===== config.mk =====
export PLATFORM = sky130hd
export DESIGN_NAME = pps_sequencer
export DESIGN_NICKNAME = d
export VERILOG_FILES = /design/src/common/pps_pkg.sv /design/src/core/pps_pin_map.sv /design/src/core/pps_sequencer.sv
export SDC_FILE = /design/constraint.sdc
export NUM_CORES = 1
export LEC_CHECK = 0
export ABC_AREA = 1
export BUFFER_PORTS_ARGS = -buffer_cell sky130_fd_sc_hd__buf_2
export CAP_MARGIN = 20
export CORE_MARGIN = 1
export CORE_UTILIZATION = 28
export CTS_CLUSTER_SIZE = 12
export DETAILED_ROUTE_END_ITERATION = 12
export PLACE_DENSITY = 0.52
export SLEW_MARGIN = 15
export SYNTH_ARGS = -nofsm -noshare
export SYNTH_HDL_FRONTEND = slang
export SYNTH_SLANG_ARGS = --single-unit

===== constraint.sdc =====
create_clock -name pclk -period 2 [get_ports pclk]
set_input_delay 0.3 -clock pclk [delete_from_list [all_inputs] [get_ports pclk]]
set_output_delay 0.3 -clock pclk [all_outputs]
set_load 0.02 [all_outputs]

===== src/common/pps_pkg.sv =====
// Constants, register map and types for the panel power sequencer and pin mapper.
// Summary of operation
// - Automatic frame-timed sequencing is used while bit 7 of the mode register is one.
// - In automatic mode every toggle of the display switch outside power-down makes the block step all panel outputs.
// - The two-bit interval field sets the gaps enable-bias, bias-signals and signals-logic supply.
// - Interval codes 00, 01, 10 and 11 give gaps of 1, 2, 4 and 8 vertical frames.
// - The same interval encoding applies to power-off as to power-on.
// - Backlight control stays outside the sequencer; the host may light it with the panel enable.
// - Sequencing runs on entering power-down as well as on display switching.
// - Sync pins are line/frame pulses for DSTN, HSYNC/VSYNC for TFT; data-valid is TFT only.
// - In two-pixel TFT modes channel A carries the first pixel and channel B the second.
// - The upper 12 data bits of the 36-bit TFT mode share pins with video port inputs P11..P0.
package pps_pkg;

  // ----------------------------------------------------------------
  // Register map (byte addresses on APB)
  // ----------------------------------------------------------------
  localparam logic [7:0] PPS_ADDR_SWITCH   = 8'h00;
  localparam logic [7:0] PPS_ADDR_INTERVAL = 8'h04;
  localparam logic [7:0] PPS_ADDR_MODE     = 8'h08;
  localparam logic [7:0] PPS_ADDR_MANUAL   = 8'h0c;
  localparam logic [7:0] PPS_ADDR_STATUS   = 8'h10;
  localparam logic [7:0] PPS_ADDR_PANEL    = 8'h14;

  // ----------------------------------------------------------------
  // Field positions and reset values
  // ----------------------------------------------------------------
  localparam int PPS_SWITCH_BIT    = 0;
  localparam int PPS_INTERVAL_LO   = 2;
  localparam int PPS_MODE_AUTO_BIT = 7;
  localparam int PPS_STEP_LOGIC    = 0;
  localparam int PPS_STEP_SIGNALS  = 1;
  localparam int PPS_STEP_BIAS     = 2;
  localparam int PPS_STEP_ENABLE   = 3;
  localparam int PPS_STS_BUSY_BIT  = 4;
  localparam int PPS_STS_PD_BIT    = 5;
  localparam int PPS_STS_ON_BIT    = 6;
  localparam logic [7:0] PPS_MODE_RESET     = 8'h80;
  localparam logic [1:0] PPS_INTERVAL_RESET = 2'h0;
  localparam logic [3:0] PPS_STEPS_OFF      = 4'h0;
  localparam logic [3:0] PPS_STEPS_ALL      = 4'hf;

  // Panel format selections held in the panel register.
  typedef enum logic [2:0] {
    PPS_FMT_DSTN16,
    PPS_FMT_DSTN24,
    PPS_FMT_TFT_SINGLE,
    PPS_FMT_TFT_X2_12,
    PPS_FMT_TFT_X2_18
  } pps_fmt_t;

  localparam logic [2:0] PPS_FMT_RESET = 3'h2;

  // Sequencer states.
  typedef enum logic [1:0] {
    PPS_SEQ_IDLE,
    PPS_SEQ_UP,
    PPS_SEQ_DOWN
  } pps_seq_t;

endpackage : pps_pkg


===== src/core/pps_pin_map.sv =====
// Panel data pin mapper for DSTN, single-pixel TFT and double-pixel TFT modes.
`timescale 1ns/1ps

module pps_pin_map (
  input  wire logic                pclk,
  input  wire logic                presetn,
  input  wire pps_pkg::pps_fmt_t   fmt,
  input  wire logic                signals_on,
  input  wire logic [23:0]         pix_first,
  input  wire logic [23:0]         pix_second,
  output logic      [35:0]         data_out
);
  import pps_pkg::*;

  typedef struct packed {
    logic [35:0] data;
  } pps_map_state_t;

  pps_map_state_t state;
  pps_map_state_t next_state;

  // Pixels arrive as {r[7:0], g[7:0], b[7:0]}; colour groups are placed on the documented pins.
  always_comb begin
    next_state = '0;
    if (signals_on) begin
      unique case (fmt)
        PPS_FMT_DSTN16, PPS_FMT_DSTN24, PPS_FMT_TFT_SINGLE: begin
          // Straight 24-bit placement: red 23:16, green 15:8, blue 7:0.
          next_state.data[23:0] = pix_first;
        end
        PPS_FMT_TFT_X2_12, PPS_FMT_TFT_X2_18: begin
          // First pixel on channel A, second on channel B.
          next_state.data[19:16] = pix_first[19:16];
          next_state.data[23:20] = pix_second[19:16];
          next_state.data[11:8]  = pix_first[11:8];
          next_state.data[15:12] = pix_second[11:8];
          next_state.data[3:0]   = pix_first[3:0];
          next_state.data[7:4]   = pix_second[3:0];
          if (fmt == PPS_FMT_TFT_X2_18) begin
            // Upper bits share the video port pins P11..P0.
            next_state.data[33:32] = pix_first[21:20];
            next_state.data[35:34] = pix_second[21:20];
            next_state.data[29:28] = pix_first[13:12];
            next_state.data[31:30] = pix_second[13:12];
            next_state.data[25:24] = pix_first[5:4];
            next_state.data[27:26] = pix_second[5:4];
          end
        end
        default: next_state.data = '0;
      endcase
    end
  end

  // Registered so every pin leaves a flip-flop.
  always_ff @(posedge pclk or negedge presetn) begin
    if (!presetn) begin
      state <= '0;
    end else begin
      state <= next_state;
    end
  end

  assign data_out = state.data;

endmodule : pps_pin_map


===== src/core/pps_sequencer.sv =====
// Panel power sequencer with APB registers and panel pin drivers.
//
// Decided for this implementation: the register addresses and the APB slave port.
`timescale 1ns/1ps

module pps_sequencer (
  input  wire logic        pclk,
  input  wire logic        presetn,
  input  wire logic        psel,
  input  wire logic        penable,
  input  wire logic        pwrite,
  input  wire logic [7:0]  paddr,
  input  wire logic [31:0] pwdata,
  output logic      [31:0] prdata,
  output logic             pready,
  output logic             pslverr,
  input  wire logic        power_down_req,
  input  wire logic        frame_sync_in,
  input  wire logic        line_sync_in,
  input  wire logic        active_pixel_qualifier,
  input  wire logic        pixel_tick,
  input  wire logic [23:0] pixel_first,
  input  wire logic [23:0] pixel_second,
  output logic             panel_logic_supply_gate,
  output logic             panel_bias_supply_gate,
  output logic             panel_power_enable_out,
  output logic             line_pulse_hsync_pin,
  output logic             frame_pulse_vsync_pin,
  output logic             panel_pixel_strobe,
  output logic             pixel_valid_strobe,
  output logic [35:0]      panel_data_bus
);
  import pps_pkg::*;

  // ----------------------------------------------------------------
  // State
  // ----------------------------------------------------------------
  typedef struct packed {
    logic        panel_display_switch;
    logic [1:0]  sequence_interval_select;
    logic [7:0]  mode;
    logic [3:0]  manual_power_step_bits;
    logic [2:0]  fmt;
    logic        pd_sync1;
    logic        pd_sync2;
    logic        pd_seen;
    logic        target_on;
    pps_seq_t    seq;
    logic [3:0]  steps;
    logic [3:0]  frames_left;
    logic        fs_sync1;
    logic        fs_sync2;
    logic        fs_last;
    logic        ls_sync1;
    logic        ls_sync2;
    logic        de_sync1;
    logic        de_sync2;
    logic        pt_sync1;
    logic        pt_sync2;
    logic        hsync;
    logic        vsync;
    logic        strobe;
    logic        valid;
    logic [31:0] rdata;
    logic        ready;
  } pps_state_t;

  pps_state_t  state;
  pps_state_t  next_state;
  logic        auto_mode;
  logic        frame_edge;
  logic        want_on;
  logic [3:0]  gap_frames;
  logic [3:0]  live_steps;
  logic        is_tft;
  logic        setup_phase;
  logic        access_done;
  logic        addr_ok;
  logic [35:0] map_data;

  // ----------------------------------------------------------------
  // Derived terms
  // ----------------------------------------------------------------
  // Mode bit 7 selects automatic sequencing.
  assign auto_mode   = state.mode[PPS_MODE_AUTO_BIT];
  // A new frame begins on the rising edge of the synchronised frame sync.
  assign frame_edge  = state.fs_sync2 && !state.fs_last;
  // Power-down forces the panel off just as clearing the switch does.
  assign want_on     = state.panel_display_switch && !state.pd_seen;
  // Gap of 1, 2, 4 or 8 frames, shared by power-on and power-off.
  assign gap_frames  = 4'h1 << state.sequence_interval_select;
  // The step flops drive the pins in both modes, so every supply pin leaves a flip-flop.
  // The cost is that a software step shows one clock after its register write.
  assign live_steps  = state.steps;
  assign is_tft      = (state.fmt != PPS_FMT_DSTN16) && (state.fmt != PPS_FMT_DSTN24);
  assign setup_phase = psel && !penable;
  assign access_done = psel && penable && state.ready;
  assign addr_ok     = (paddr == PPS_ADDR_SWITCH) || (paddr == PPS_ADDR_INTERVAL) ||
                       (paddr == PPS_ADDR_MODE) || (paddr == PPS_ADDR_MANUAL) ||
                       (paddr == PPS_ADDR_STATUS) || (paddr == PPS_ADDR_PANEL);

  // ----------------------------------------------------------------
  // Next-state logic
  // ----------------------------------------------------------------
  // One process covers bus, synchronisers, sequencer and pin drivers.
  always_comb begin
    next_state = state;

    // Two-flop synchronisers for all inputs from the video timing and the power manager.
    next_state.pd_sync1 = power_down_req;
    next_state.pd_sync2 = state.pd_sync1;
    next_state.pd_seen  = state.pd_sync2;
    next_state.fs_sync1 = frame_sync_in;
    next_state.fs_sync2 = state.fs_sync1;
    next_state.fs_last  = state.fs_sync2;
    next_state.ls_sync1 = line_sync_in;
    next_state.ls_sync2 = state.ls_sync1;
    next_state.de_sync1 = active_pixel_qualifier;
    next_state.de_sync2 = state.de_sync1;
    next_state.pt_sync1 = pixel_tick;
    next_state.pt_sync2 = state.pt_sync1;

    // APB: answer one cycle after the setup phase, so every access completes with no wait state.
    next_state.ready = setup_phase;
    if (access_done) begin
      next_state.ready = 1'b0;
    end
    if (setup_phase && !pwrite) begin
      next_state.rdata = '0;
      unique case (paddr)
        PPS_ADDR_SWITCH:   next_state.rdata[0] = state.panel_display_switch;
        PPS_ADDR_INTERVAL: next_state.rdata[3:2] = state.sequence_interval_select;
        PPS_ADDR_MODE:     next_state.rdata[7:0] = state.mode;
        PPS_ADDR_MANUAL:   next_state.rdata[3:0] = state.manual_power_step_bits;
        PPS_ADDR_STATUS: begin
          next_state.rdata[3:0]             = live_steps;
          next_state.rdata[PPS_STS_BUSY_BIT] = (state.seq != PPS_SEQ_IDLE);
          next_state.rdata[PPS_STS_PD_BIT]   = state.pd_seen;
          next_state.rdata[PPS_STS_ON_BIT]   = state.target_on;
        end
        PPS_ADDR_PANEL:    next_state.rdata[2:0] = state.fmt;
        default:           next_state.rdata = '0;
      endcase
    end
    if (access_done && pwrite && addr_ok) begin
      unique case (paddr)
        PPS_ADDR_SWITCH:   next_state.panel_display_switch = pwdata[PPS_SWITCH_BIT];
        PPS_ADDR_INTERVAL: next_state.sequence_interval_select =
                             pwdata[PPS_INTERVAL_LO +: 2];
        PPS_ADDR_MODE:     next_state.mode = pwdata[7:0];
        PPS_ADDR_MANUAL:   next_state.manual_power_step_bits = pwdata[3:0];
        PPS_ADDR_PANEL: begin
          if (pwdata[2:0] <= 3'(PPS_FMT_TFT_X2_18)) begin
            next_state.fmt = pwdata[2:0];
          end
        end
        default: ;
      endcase
    end

    // Automatic sequencer: any change of the wanted level starts a walk.
    if (!auto_mode) begin
      next_state.seq   = PPS_SEQ_IDLE;
      next_state.steps = state.manual_power_step_bits;
      next_state.target_on = want_on;
    end else begin
      unique case (state.seq)
        PPS_SEQ_IDLE: begin
          if (want_on != state.target_on) begin
            next_state.target_on   = want_on;
            next_state.frames_left = gap_frames;
            next_state.seq         = want_on ? PPS_SEQ_UP : PPS_SEQ_DOWN;
            if (want_on) begin
              // Logic supply comes up at once, later steps follow a frame gap.
              next_state.steps[PPS_STEP_LOGIC] = 1'b1;
            end else begin
              // Panel enable drops first on the way down.
              next_state.steps[PPS_STEP_ENABLE] = 1'b0;
            end
          end
        end
        PPS_SEQ_UP, PPS_SEQ_DOWN: begin
          if (want_on != state.target_on) begin
            // A reversal mid-walk turns around from the current step.
            next_state.target_on   = want_on;
            next_state.seq         = want_on ? PPS_SEQ_UP : PPS_SEQ_DOWN;
            next_state.frames_left = gap_frames;
          end else if (frame_edge) begin
            if (state.frames_left > 4'h1) begin
              next_state.frames_left = state.frames_left - 4'h1;
            end else begin
              next_state.frames_left = gap_frames;
              if (state.seq == PPS_SEQ_UP) begin
                // Power-on order: logic, signals, bias, enable.
                next_state.steps = {state.steps[2:0], 1'b1};
                if (state.steps[2:0] == 3'h7) begin
                  next_state.seq = PPS_SEQ_IDLE;
                end
              end else begin
                // Power-off order: enable, bias, signals, logic.
                next_state.steps = {1'b0, state.steps[3:1]};
                if (state.steps[3:1] == 3'h0) begin
                  next_state.seq = PPS_SEQ_IDLE;
                end
              end
            end
          end
        end
      endcase
    end

    // Sync pins: line/frame pulse on DSTN, HSYNC/VSYNC on TFT, held low until signals step.
    next_state.hsync  = live_steps[PPS_STEP_SIGNALS] && state.ls_sync2;
    next_state.vsync  = live_steps[PPS_STEP_SIGNALS] && state.fs_sync2;
    next_state.strobe = live_steps[PPS_STEP_SIGNALS] && state.pt_sync2;
    // Data-valid is driven only for TFT formats.
    next_state.valid  = live_steps[PPS_STEP_SIGNALS] && is_tft && state.de_sync2;
  end

  // ----------------------------------------------------------------
  // State register
  // ----------------------------------------------------------------
  always_ff @(posedge pclk or negedge presetn) begin
    if (!presetn) begin
      state                          <= '0;
      state.mode                     <= PPS_MODE_RESET;
      state.sequence_interval_select <= PPS_INTERVAL_RESET;
      state.fmt                      <= PPS_FMT_RESET;
      state.seq                      <= PPS_SEQ_IDLE;
      state.steps                    <= PPS_STEPS_OFF;
    end else begin
      state <= next_state;
    end
  end

  // ----------------------------------------------------------------
  // Data pin mapping
  // ----------------------------------------------------------------
  pps_pin_map u_pin_map (
    .pclk       (pclk),
    .presetn    (presetn),
    .fmt        (pps_fmt_t'(state.fmt)),
    .signals_on (live_steps[PPS_STEP_SIGNALS]),
    .pix_first  (pixel_first),
    .pix_second (pixel_second),
    .data_out   (map_data)
  );

  // ----------------------------------------------------------------
  // Outputs
  // ----------------------------------------------------------------
  // Supply gates come from the step flops; backlight is not driven here.
  assign panel_logic_supply_gate = live_steps[PPS_STEP_LOGIC];
  assign panel_bias_supply_gate  = live_steps[PPS_STEP_BIAS];
  assign panel_power_enable_out  = live_steps[PPS_STEP_ENABLE];
  assign line_pulse_hsync_pin    = state.hsync;
  assign frame_pulse_vsync_pin   = state.vsync;
  assign panel_pixel_strobe      = state.strobe;
  assign pixel_valid_strobe      = state.valid;
  assign panel_data_bus          = map_data;
  assign prdata                  = state.rdata;
  assign pready                  = state.ready;
  assign pslverr                 = 1'b0;

endmodule : pps_sequencer


==> results.json <==
{
  "crit_buf_inv": 2,
  "ys_types": 38,
  "final.setup_skew_ps": 5.467,
  "status": "complete, no violations",
  "coreArea_mm2": 0.01470,
  "rsz0062_at_grt": "false",
  "die_w_um": 125.3,
  "drt-vias-per-instance": 4.338,
  "ys.flop_type": "dfrtp_1",
  "synth_compound_area_share_pct": 8.113,
  "initial_core_util_pct": 28.96,
  "power_density_mw_per_mm2": 727.8,
  "grt_usage_pct": 13.58,
  "endpoint_kind": "flop",
  "start_kind": "flop",
  "grt_pass1_wl_mm": 16.62,
  "ys_top_cells_by_area": "dfrtp_1, nand2_1, buf_4",
  "die_area_mm2": 0.01570,
  "path_clk_slew_ps": 60,
  "cp_data_required_time_ps": 2220,
  "drt_iter0_drc": 146,
  "yosysTopAreaCell": "dfrtp_1",
  "period_needed_ps": 1768,
  "yosysSeqAreaShare_pct": 52.97,
  "synth_top_area_share_pct": 51.73,
  "antenna_found_initial": 0,
  "synthMostInstantiatedCell": "nand2_1",
  "gr-total-overflow": 0,
  "fin_nets": 699,
  "path_cells": "nand2_2 > inv_1 > ha_2 > nand2_1 > inv_1 > nand2_1 > nand3_1 > o21ai_0 > nand2_1 > o21ai_0",
  "tns_ps": 0,
  "yosys_warnings": 0,
  "grt_max_degree": 32,
  "grt_pass1_vias": 3356,
  "drv_slew": 0,
  "p_leak_nw": 3.009,
  "synth_top_family_by_area": "simple AND/OR/NAND/NOR gates",
  "avgSynthCellArea_um2": 8.961,
  "hold_class": "input port to flop",
  "critPathMaxFanout": 6,
  "row_count": 44,
  "fillers": 1541,
  "syn-instance-count": 475,
  "dp.cells": 767,
  "irDropWorstVdd_mv": 0.3542,
  "synthXorXnorAreaFrac_pct": 0.4115,
  "ys_async_sr_fraction_pct": 100.0,
  "netlist_area_mm2": 0.004257,
  "cpMostUsedCell": "nand2_1",
  "hold_viol": 0,
  "cts_tree": "done",
  "drc": 0,
  "cap_violations": 0,
  "finalWirelength_mm": 10.11,
  "area.growth.synth_to_final_pct": 23.69,
  "numCtsBuffers": 9,
  "cts_root_buffer": "clkbuf_16",
  "max_clock_freq_mhz": 565.6,
  "period_share_pct": 88.40,
  "layout-drive-gt1-share_pct": 28.67,
  "place_hpwl_mm": 7.623,
  "clock_sinks": 90,
  "fin_cells": 784,
  "place.gp.congestion": 0.7418,
  "cts_buffer_depth": 2,
  "slowest_delay_ps": 400,
  "chipHeight_um": 125.3,
  "synthTopCellsByCount": "nand2_1, dfrtp_1, inv_1",
  "drtAntennaViolNets": 0,
  "insertion_delay_ps": 340,
  "n_antenna_cell": 0,
  "wl_per_cell_um": 12.89,
  "port_buffers": 119,
  "vias": 3401,
  "synth-edff-count": 0,
  "ys_seq_elements": 90,
  "finalPower_mw": 3.832,
  "critPathSlowestCell": "dfrtp_1",
  "first_pass_iters": 6,
  "worst_ep_arrival_time_ps": 1990,
  "finalSetupViolCount": 0,
  "synth_adder_area_share_pct": 1.764,
  "hold-worst-slack_ps": 59.27,
  "worstSetupPathType": "flop to flop",
  "cts.htree.levels": 3,
  "io_pins": 175,
  "synth_mux_area_share_pct": 0,
  "synth_simple_gate_area_share_pct": 24.37,
  "critPathTopFamily": "simple AND/OR/NAND/NOR gates"
}
## worst reg2reg max path: cells and delay by family, from the launching register on
kind / cells / cell delay (ps)
adders and majority gates: 1 / 380
DFF: 1 / 400
and+or+nand+nor: 5 / 510
buffers and inverters: 2 / 200
AOI/OAI and AO/OA: 2 / 150
## final cells by class
cell class                 count  area [um2]  share of cell area (%)
clock buffer                  11       242.7                   4.610
timing repair buffer         130       695.7                   13.21
tap                          184       230.2                   4.373
clock inverter                 5       53.80                   1.022
inverter                      56       210.2                   3.992
multi-input combinational    308        1578                   29.97
sequential                    90        2255                   42.82
## routing by layer
| metal | part of all wire, % | track usage [%] |
|---|---|---|
| met1 | 45 | 16.38 |
| met2 | 49 | 22.61 |
| met3 | 5.1 | 4.065 |
| met4 | 1.3 | 5.595 |
| met5 | 0 | 0 |
## stage by stage
stage          area, um2  util, %  worst slack, ps
6_report            5265    35.82            231.9
5_1_grt             5265    35.82            34.72
4_1_cts             5256    35.76            76.37
3_5_place_dp        4950    33.67            105.3
3_3_place_gp        4950    33.67            166.3
2_1_floorplan       4347        -            407.9
## flip-flops by register name, indices dropped and copies added (netlist names), 4 cells and up
register	count
u_pin_map.data_out	36
prdata	8
state	29
live_steps	4
next_state	7
## logic make-up after synthesis
| logic type | Yosys count |
|---|---|
| fa+ha+maj | 6 |
| buf+inv | 101 |
| simple gates | 216 |
| xor+xnor | 2 |
| other cells | 1 |
| flops | 90 |
| compound gates | 59 |
## cell usage in the layout (no fill, tap or decap), types with 9 or more instances in the layout
cell type / synthesis / layout
nor2_1: 37 / 37
nand3_1: 34 / 34
dfrtp_1: 88 / 88
inv_1: 53 / 53
nand4_1: 15 / 15
buf_4: 34 / 10
a21oi_1: 20 / 20
o21ai_0: 20 / 20
conb_1: 1 / 25
buf_2: 4 / 118
clkbuf_16: 0 / 9
nand2_1: 106 / 105
## power breakdown
part	leakage [nW]	switching [mW]	total [mW]	internal [mW]
clock network	0.149	0.688	1.69	0.998
registers	1.21	0.0150	1.87	1.85
logic	1.65	0.181	0.280	0.0997
## worst paths after layout
| check | from | end | slack, ps | cells past startpoint |
|---|---|---|---|---|
| setup / recovery | state[77] | state[49] | 230 | 10 |
| hold reg to reg | next_state[41] | state[41] | 350 | 0 |
| hold / removal | power_down_req | next_state[58] | 60 | 1 |
| setup reg to reg | state[77] | state[49] | 230 | 10 |
| max in group asynchronous | presetn | next_state[39] | 930 | 3 |
| min in group asynchronous | presetn | prdata[7] | 450 | 2 |
## repair_timing
action | 4_1_cts | 5_1_grt
setup buffers | 0 | 0
endpoints found under the hold margin | 26 | 0
hold buffers | 1 | 0
resized for setup | 0 | 3
endpoints found under the setup margin | 0 | 5
Power figures use the tool's default switching activity.
